[config.mk]
export PLATFORM = sky130hd
export DESIGN_NAME = fsp_core
export DESIGN_NICKNAME = d
export VERILOG_FILES = /design/src/fsp_pkg.sv /design/src/fsp_core.sv
export SDC_FILE = /design/constraint.sdc
export NUM_CORES = 1
export LEC_CHECK = 0
export BUFFER_PORTS_ARGS = -buffer_cell sky130_fd_sc_hd__buf_2
export CORE_MARGIN = 4
export CORE_UTILIZATION = 24
export CTS_BUF_LIST = sky130_fd_sc_hd__clkbuf_8 sky130_fd_sc_hd__clkbuf_16
export CTS_CLUSTER_DIAMETER = 120
export DETAILED_ROUTE_END_ITERATION = 8
export SYNTH_ARGS = -nofsm -noshare
export SYNTH_HDL_FRONTEND = slang
export SYNTH_SLANG_ARGS = --single-unit
[constraint.sdc]
create_clock -name i_clk -period 3.61 [get_ports i_clk]
set_input_delay 0.5415 -clock i_clk [delete_from_list [all_inputs] [get_ports i_clk]]
set_output_delay 0.5415 -clock i_clk [all_outputs]
set_load 0.02 [all_outputs]
[src/fsp_pkg.sv]
// package: state codes, gate carriers and mapping index constants
package fsp_pkg;

  // communication states, one-hot
  typedef enum logic [3:0] {
    FSP_INIT   = 4'h1,
    FSP_PREOP  = 4'h2,
    FSP_SAFEOP = 4'h4,
    FSP_OP     = 4'h8
  } fsp_state_t;

  // requested-state codes carried on the request port
  localparam logic [1:0] FSP_REQ_INIT = 2'h0;
  localparam logic [1:0] FSP_REQ_PREOP = 2'h1;
  localparam logic [1:0] FSP_REQ_SAFEOP = 2'h2;
  localparam logic [1:0] FSP_REQ_OP = 2'h3;

  // mailbox protocol codes; only the object-dictionary one is served
  localparam logic [3:0] FSP_MBX_COE = 4'h3;

  // mapping index ranges
  localparam logic [15:0] FSP_RX_LO = 16'h1600;
  localparam logic [15:0] FSP_RX_HI = 16'h17ff;
  localparam logic [15:0] FSP_TX_LO = 16'h1a00;
  localparam logic [15:0] FSP_TX_HI = 16'h1bff;
  localparam logic [15:0] FSP_RX_VAR = 16'h1600;
  localparam logic [15:0] FSP_RX_FIX_LO = 16'h1701;
  localparam logic [15:0] FSP_RX_FIX_HI = 16'h1705;
  localparam logic [15:0] FSP_TX_VAR = 16'h1a00;
  localparam logic [15:0] FSP_TX_FIX_LO = 16'h1b01;
  localparam logic [15:0] FSP_TX_FIX_HI = 16'h1b04;

  // state and data word reset values
  localparam fsp_state_t FSP_STATE_RST = FSP_INIT;
  localparam logic [31:0] FSP_DATA_RST = 32'h0000_0000;

  // traffic gates for the current state
  typedef struct packed {
    logic reg_ok;   // slave controller register access
    logic sdo_ok;   // mailbox service data
    logic tx_ok;    // transmit process data sent
    logic rx_ok;    // received process data acted on
  } fsp_gate_t;

  // classification of one mapping index
  typedef struct packed {
    logic is_rx;
    logic is_tx;
    logic is_var;
    logic is_fix;
    logic is_avail;
  } fsp_map_t;

endpackage : fsp_pkg

[src/fsp_core.sv]
// top: communication state sequencer, traffic gating and mapping classifier
// Overview of operation
// - exactly four states: init, preop, safeop, op
// - upward moves step one state at a time
// - from op, any lower state directly
// - init: register access only, no application traffic
// - preop: mailbox service data only
// - safeop: transmit data and service data only
// - op: all process data valid, mailbox too
// - commands in via receive, drive status out via transmit
// - classify indices as receive or transmit range
// - six receive, five transmit; first ones variable
// - process data per cycle, mailbox on request
// - mailbox serves only object-dictionary protocol
`timescale 1ns/1ps
module fsp_core
  import fsp_pkg::*;
(
  input wire logic i_clk,
  input wire logic i_arst_n,
  // state change request from the master
  input wire logic i_req_valid,
  input wire logic [1:0] i_req_state,
  input wire logic i_err_clear,
  // mailbox request
  input wire logic i_mbx_valid,
  input wire logic [3:0] i_mbx_proto,
  // process data traffic
  input wire logic i_cycle_tick,
  input wire logic i_rx_valid,
  input wire logic [31:0] i_rx_data,
  input wire logic [31:0] i_tx_status,
  // register access by the master
  input wire logic i_reg_valid,
  // mapping index lookup
  input wire logic [15:0] i_map_index,
  output logic [3:0] o_state,
  output logic o_req_ack,
  output logic o_trans_err,
  output fsp_gate_t o_gate,
  output logic o_reg_ok,
  output logic o_mbx_accept,
  output logic o_mbx_reject,
  output logic o_cmd_valid,
  output logic [31:0] o_cmd_data,
  output logic o_tx_valid,
  output logic [31:0] o_tx_data,
  output fsp_map_t o_map
);

  // state and request decode
  fsp_state_t state;
  fsp_state_t next_state;
  fsp_state_t req_target;
  logic req_legal;
  logic req_skip;
  logic req_take;
  logic skip_take;
  // registered answers
  logic trans_err;
  logic req_ack;
  logic mbx_accept;
  logic mbx_reject;
  logic cmd_valid;
  logic [31:0] cmd_data;
  logic tx_valid;
  logic [31:0] tx_data;
  // decoded strobes for the traffic paths
  logic mbx_proto_ok;
  logic mbx_served;
  logic mbx_take;
  logic mbx_refuse;
  logic cmd_take;
  logic tx_take;
  fsp_map_t map_class;
  fsp_gate_t gate;

  // decode a range check used for several index windows
  function automatic logic in_range(input logic [15:0] idx,
                                    input logic [15:0] lo,
                                    input logic [15:0] hi);
    in_range = (idx >= lo) && (idx <= hi);
  endfunction : in_range

  // decode a requested-state code to a one-hot state
  function automatic fsp_state_t code_to_state(input logic [1:0] code);
    case (code)
      FSP_REQ_INIT: code_to_state = FSP_INIT;
      FSP_REQ_PREOP: code_to_state = FSP_PREOP;
      FSP_REQ_SAFEOP: code_to_state = FSP_SAFEOP;
      default: code_to_state = FSP_OP;
    endcase
  endfunction : code_to_state

  // the only upward target reachable from each state
  function automatic fsp_state_t step_up(input fsp_state_t s);
    case (s)
      FSP_INIT: step_up = FSP_PREOP;
      FSP_PREOP: step_up = FSP_SAFEOP;
      default: step_up = FSP_OP;
    endcase
  endfunction : step_up

  assign req_target = code_to_state(i_req_state);

  // a request only counts in the cycle its strobe is high
  assign req_take = i_req_valid && req_legal;
  assign skip_take = i_req_valid && req_skip;

  // legality: same state, one step up, or any move down
  // the one-hot codes grow with the state, so a plain compare orders them
  always_comb
  begin
    req_legal = 1'b0;
    req_skip = 1'b0;
    case (state)
      FSP_INIT, FSP_PREOP, FSP_SAFEOP, FSP_OP:
      begin
        if (req_target <= state)
          req_legal = 1'b1;
        else if (req_target == step_up(state))
          req_legal = 1'b1;
        else
          req_skip = 1'b1;
      end
      default:
      begin
        req_legal = 1'b0;
        req_skip = 1'b0;
      end
    endcase
  end

  // next state: illegal requests leave the state untouched
  always_comb
  begin
    next_state = state;
    case (state)
      FSP_INIT, FSP_PREOP, FSP_SAFEOP, FSP_OP:
      begin
        if (req_take)
          next_state = req_target;
      end
      default: next_state = FSP_STATE_RST;
    endcase
  end

  // state register, four legal codes only
  // a corrupted code is pulled back to init by the next-state default
  always_ff @(posedge i_clk or negedge i_arst_n)
  begin
    if (!i_arst_n)
      state <= FSP_STATE_RST;
    else
      state <= next_state;
  end

  // sticky error: a new skip in the clear cycle wins over the clear
  // the master polls this flag, so it stands until it is cleared
  always_ff @(posedge i_clk or negedge i_arst_n)
  begin
    if (!i_arst_n)
      trans_err <= 1'b0;
    else if (skip_take)
      trans_err <= 1'b1;
    else if (i_err_clear)
      trans_err <= 1'b0;
  end

  // acknowledge a legal request one cycle after it is taken
  // a refused request gives no ack; the error flag says why
  always_ff @(posedge i_clk or negedge i_arst_n)
  begin
    if (!i_arst_n)
      req_ack <= 1'b0;
    else
      req_ack <= req_take;
  end

  // traffic gates per state; init only lets register access through
  // every traffic path below is closed while its gate bit is low
  always_comb
  begin
    gate = '0;
    case (state)
      FSP_INIT: gate.reg_ok = 1'b1;
      FSP_PREOP:
      begin
        gate.reg_ok = 1'b1;
        gate.sdo_ok = 1'b1;
      end
      FSP_SAFEOP:
      begin
        gate.reg_ok = 1'b1;
        gate.sdo_ok = 1'b1;
        gate.tx_ok = 1'b1;
      end
      FSP_OP:
      begin
        gate = '1;
      end
      default: gate = '0;
    endcase
  end

  // mailbox decode: served outside init and for one protocol only
  // a foreign protocol is refused, not dropped, so the master sees why
  assign mbx_proto_ok = (i_mbx_proto == FSP_MBX_COE);
  assign mbx_served = gate.sdo_ok && mbx_proto_ok;
  assign mbx_take = i_mbx_valid && mbx_served;
  assign mbx_refuse = i_mbx_valid && !mbx_served;

  // mailbox answers on request only, one cycle after the strobe
  always_ff @(posedge i_clk or negedge i_arst_n)
  begin
    if (!i_arst_n)
    begin
      mbx_accept <= 1'b0;
      mbx_reject <= 1'b0;
    end
    else
    begin
      mbx_accept <= mbx_take;
      mbx_reject <= mbx_refuse;
    end
  end

  // process data strobes: one transfer per communication period tick
  assign cmd_take = i_cycle_tick && i_rx_valid && gate.rx_ok;
  assign tx_take = i_cycle_tick && gate.tx_ok;

  // receive path: commands taken once per cycle tick, only in op
  // data held between ticks so the drive sees a stable command
  always_ff @(posedge i_clk or negedge i_arst_n)
  begin
    if (!i_arst_n)
    begin
      cmd_valid <= 1'b0;
      cmd_data <= FSP_DATA_RST;
    end
    else
    begin
      cmd_valid <= cmd_take;
      if (cmd_take)
        cmd_data <= i_rx_data;
    end
  end

  // transmit path: drive status reported each cycle tick from safeop
  always_ff @(posedge i_clk or negedge i_arst_n)
  begin
    if (!i_arst_n)
    begin
      tx_valid <= 1'b0;
      tx_data <= FSP_DATA_RST;
    end
    else
    begin
      tx_valid <= tx_take;
      if (tx_take)
        tx_data <= i_tx_status;
    end
  end

  // mapping index classifier; registered so the answer is a flop
  // the two windows do not overlap, so at most one of rx and tx is set
  assign map_class.is_rx =
    in_range(i_map_index, FSP_RX_LO, FSP_RX_HI);
  assign map_class.is_tx =
    in_range(i_map_index, FSP_TX_LO, FSP_TX_HI);
  assign map_class.is_var = (i_map_index == FSP_RX_VAR) ||
                            (i_map_index == FSP_TX_VAR);
  assign map_class.is_fix =
    in_range(i_map_index, FSP_RX_FIX_LO, FSP_RX_FIX_HI) ||
    in_range(i_map_index, FSP_TX_FIX_LO, FSP_TX_FIX_HI);
  assign map_class.is_avail = map_class.is_var || map_class.is_fix;

  always_ff @(posedge i_clk or negedge i_arst_n)
  begin
    if (!i_arst_n)
      o_map <= '0;
    else
      o_map <= map_class;
  end

  // outputs; gates are a decode of the state flop
  // register access is a handshake answer, so it is combinational
  assign o_state = state;
  assign o_req_ack = req_ack;
  assign o_trans_err = trans_err;
  assign o_gate = gate;
  assign o_reg_ok = i_reg_valid && gate.reg_ok;
  assign o_mbx_accept = mbx_accept;
  assign o_mbx_reject = mbx_reject;
  assign o_cmd_valid = cmd_valid;
  assign o_cmd_data = cmd_data;
  assign o_tx_valid = tx_valid;
  assign o_tx_data = tx_data;

endmodule : fsp_core

==> impl_results.md <==
* Max-cap viol count at 0
* Mux share of post-synthesis cell area at around 22%
* Final hold slack at around 0.36 ns
* Area share of the largest cell type after synthesis at 58.0%
* Critical Path Sink Type: output pin
* Mapped cell area at ~3400 sq um
* Initial core utilization at 24.3%
* R2R depth at 7
* Cell Pwr Density at just under 800 nW/um^2
* Clk Latency, worst-skew pair at around 0.34 ns
* HP Class: in2async
* Post-synthesis async set-or-reset flop share at 100%
* Final setup TNS at 0 ns
* Syn Nets at between 300 and 400
* CP Launch Type: register
* CTS Buffer Depth at 2
* Starting DRT DRC Count at 111
* Clock power frac at 26.0%
* Core Rows at between 40 and 50
* Syn. warnings at 0
* WL final at just over 8000 um
* Critical path fanouts, max at 10
* Largest net degree at the start of global routing at 80
* Netlist cell types at 45
* P_int at roughly 2.4 mW
* Crit Path Class: reg2out
* Top area cells in the synthesized netlist: dfrtp_1 58%, mux2_2 21%, ha_1 1.5%
* Post-Synth Simple-Gate Area at roughly 7.3%
* Cells after synthesis at between 200 and 250
* Post-CTS Hold Fix Bufs at 0
* I/O pin cnt at roughly 180
* F_max at roughly 380 MHz
* Drt via density at approximately 4.2
* DR WL/cell at 13.5 um
* Chip height at between 100 and 150 um
* Final Cycle Share at 72.7%
* Gpl congestion at about 0.83
* #FFs+latches synth at 79
* Sw Share at approximately 36%
* Main combinational cell family by area after synthesis: multiplexers
* Vias at 2560
* Placeable Area at 13800 sq um
* Status: finished clean
* CP arrival at between 2 and 2.5 ns
* Final hold vios at 0
* Die area at about 16000 sq um
* Compound-gate portion of the synthesized area at about 6.1%
* CTS Buf Count at 9
* Main synth FF type: dfrtp_1
* Buffers & Inverters on Critical Path at 1
* Clock Skew at approximately 0.0092 ns
* Crit-path slowest cell: dfrtp_1
* Area Growth Syn to Fin at 40.3%
* Layout Nets at roughly 520
* Slew Limit Fails at 0
* Adder-cell share of the synthesized area at under 10%
* Final HPWL DP at approximately 6300 um
* Number of global-route vias before repair at about 2700
* Clock transition at path regs at 0.06 ns
* Die width at about 130 um
* Critical path's largest stage delay at roughly 0.53 ns
* Setup bufs post-CTS at 0
* Psw at between 1 and 1.5 mW
* CTS-repair resized insts at 0
* Worst Tran Pin Value at about 0.97 ns
* Post-Syn Area per Cell at approximately 14 sq um
* Most frequent cells after synthesis: 78 x dfrtp_1, 62 x mux2_2, 9 x o21ai_0
* Overall power at 3.74 mW
* CP delay by family, top: compound AO/OA/AOI/OAI gates
* Clock sinks at 79
* Pleak at around 2.5 nW
* CP dominant cell by count: o21ai_0
* Global-route wire length before repair at between 10000 and 15000 um
* Initial antenna violation count at 0
* Sequential Power Share at a little under two fifths
* Final setup violation count at 0
* RSZ-0062 raised after global routing: false
* Most frequent cell after synthesis: dfrtp_1
* All-layer global routing usage at about 10%
* Root buf cell: clkbuf_16
* CTS H-tree depth at 3
* Sequential area share after synthesis at 58.8%
* # DRC at 0
* ANT nets after route at 0
* Cell Chain, Critical Path: xor2_1 > o21ai_0 > o21ai_0 > and2_1 > buf_2
* Drt pass-1 iters at 4
* Share of cells above drive strength 1 at 63.2%
* Slew headroom at a little over a third
* Logic pwr share at 36.8%
* Peak supply drop at between 0.3 and 0.4 mV
* CTS tree: done
* Post-Synth XOR/XNOR Area at less than 1%
* Synth area leader: dfrtp_1
* Post-synth EDFFs at 0
* Data required, critical path at 3.07 ns
* Number of stages on the worst setup path at 5
* Total global routing overflow at 0
* Antenna diodes at 0
* Post-route minimum period at between 2 and 3 ns
* I/O Buffers at ~180
## cells in the final DEF (no fill, tap or decap), types with 3 or more instances in the layout
cell | netlist | layout
o21ai_0 | 9 | 9
inv_1 | 8 | 8
clkbuf_16 | 0 | 9
dfrtp_1 | 78 | 78
a21oi_1 | 6 | 6
mux2_2 | 62 | 62
and2_1 | 5 | 5
nand2_1 | 5 | 5
nor2_1 | 7 | 7
ha_1 | 4 | 4
mux2_1 | 3 | 3
buf_2 | 3 | 176
nor2b_1 | 6 | 6
## power groups by stage
stage                     Combinational (mW)  Clock, mW  Sequential [mW]
final                                   1.38      0.972             1.39
after global routing                    1.48       1.05             1.43
after CTS                               1.40       1.01             1.40
after detailed placement                1.40          0             1.41
after global placement                  1.38          0             1.40
after floorplan                        0.496          0             1.78
## worst paths after layout
path,start,endpoint,slack (ns)
min in group i_clk,i_err_clear,o_trans_err$_DFFE_PN0P_,0.39
worst min-delay path,i_arst_n,o_cmd_data[21]$_DFFE_PN0P_,0.36
worst max-delay path,o_state[2]$_DFFE_PN0P_,o_reg_ok,0.99
max in group asynchronous,i_arst_n,o_tx_data[8]$_DFFE_PN0P_,2.61
worst max register to register,o_state[1]$_DFFE_PN0P_,o_state[3]$_DFFE_PN0P_,1.41
worst min register to register,o_cmd_data[5]$_DFFE_PN0P_,o_cmd_data[5]$_DFFE_PN0P_,0.48
## stage by stage
step / std cells / instance area (sq um) / utilization, % / worst slack (ns)
after floorplan: 242 / 3360 / - / 1.17
after global placement: 589 / 4400 / 31.8 / 1.31
after detailed placement: 589 / 4400 / 31.8 / 1.25
after CTS: 604 / 4720 / 34.1 / 0.979
after global routing: 604 / 4720 / 34.1 / 0.792
final: 604 / 4720 / 34.1 / 0.987
## state kept, by name, indices dropped and copies added (netlist names)
name	flops
o_cmd_valid	1
o_tx_valid	1
o_trans_err	1
o_tx_data	32
o_mbx_accept	1
o_cmd_data	32
o_state	4
o_req_ack	1
o_mbx_reject	1
o_map	5
## cell families after synthesis
| logic type | after synthesis |
|---|---|
| flip-flops | 79 |
| multiplexers | 66 |
| AND/OR/NAND/NOR | 42 |
| AO/OA/AOI/OAI | 29 |
| buffers and inverters | 20 |
| adder cells (fa/ha/maj) | 4 |
| XOR/XNOR | 2 |
## cell type report
| cell class | instances | area (sq um) |
|---|---|---|
| Multi-Input combinational cell | 143 | 1270 |
| Sequential cell | 79 | 1980 |
| Clock buffer | 10 | 239 |
| Tap cell | 180 | 225 |
| Timing Repair Buffer | 178 | 896 |
| Clock inverter | 5 | 81.3 |
| Inverter | 9 | 33.8 |
| Fill cell | 1362 | 9110 |
## routing by layer
| layer | track usage [%] | wire (um) | vias up |
|---|---|---|---|
| met1 | 12.3 | 3400 | 1212 |
| li1 | - | - | 1212 |
| met5 | 0 | 0 | - |
| met2 | 15.5 | 3740 | 127 |
| met4 | 4.04 | 97 | 0 |
| met3 | 5.18 | 914 | 9 |
Power figures use the tool's default switching activity.
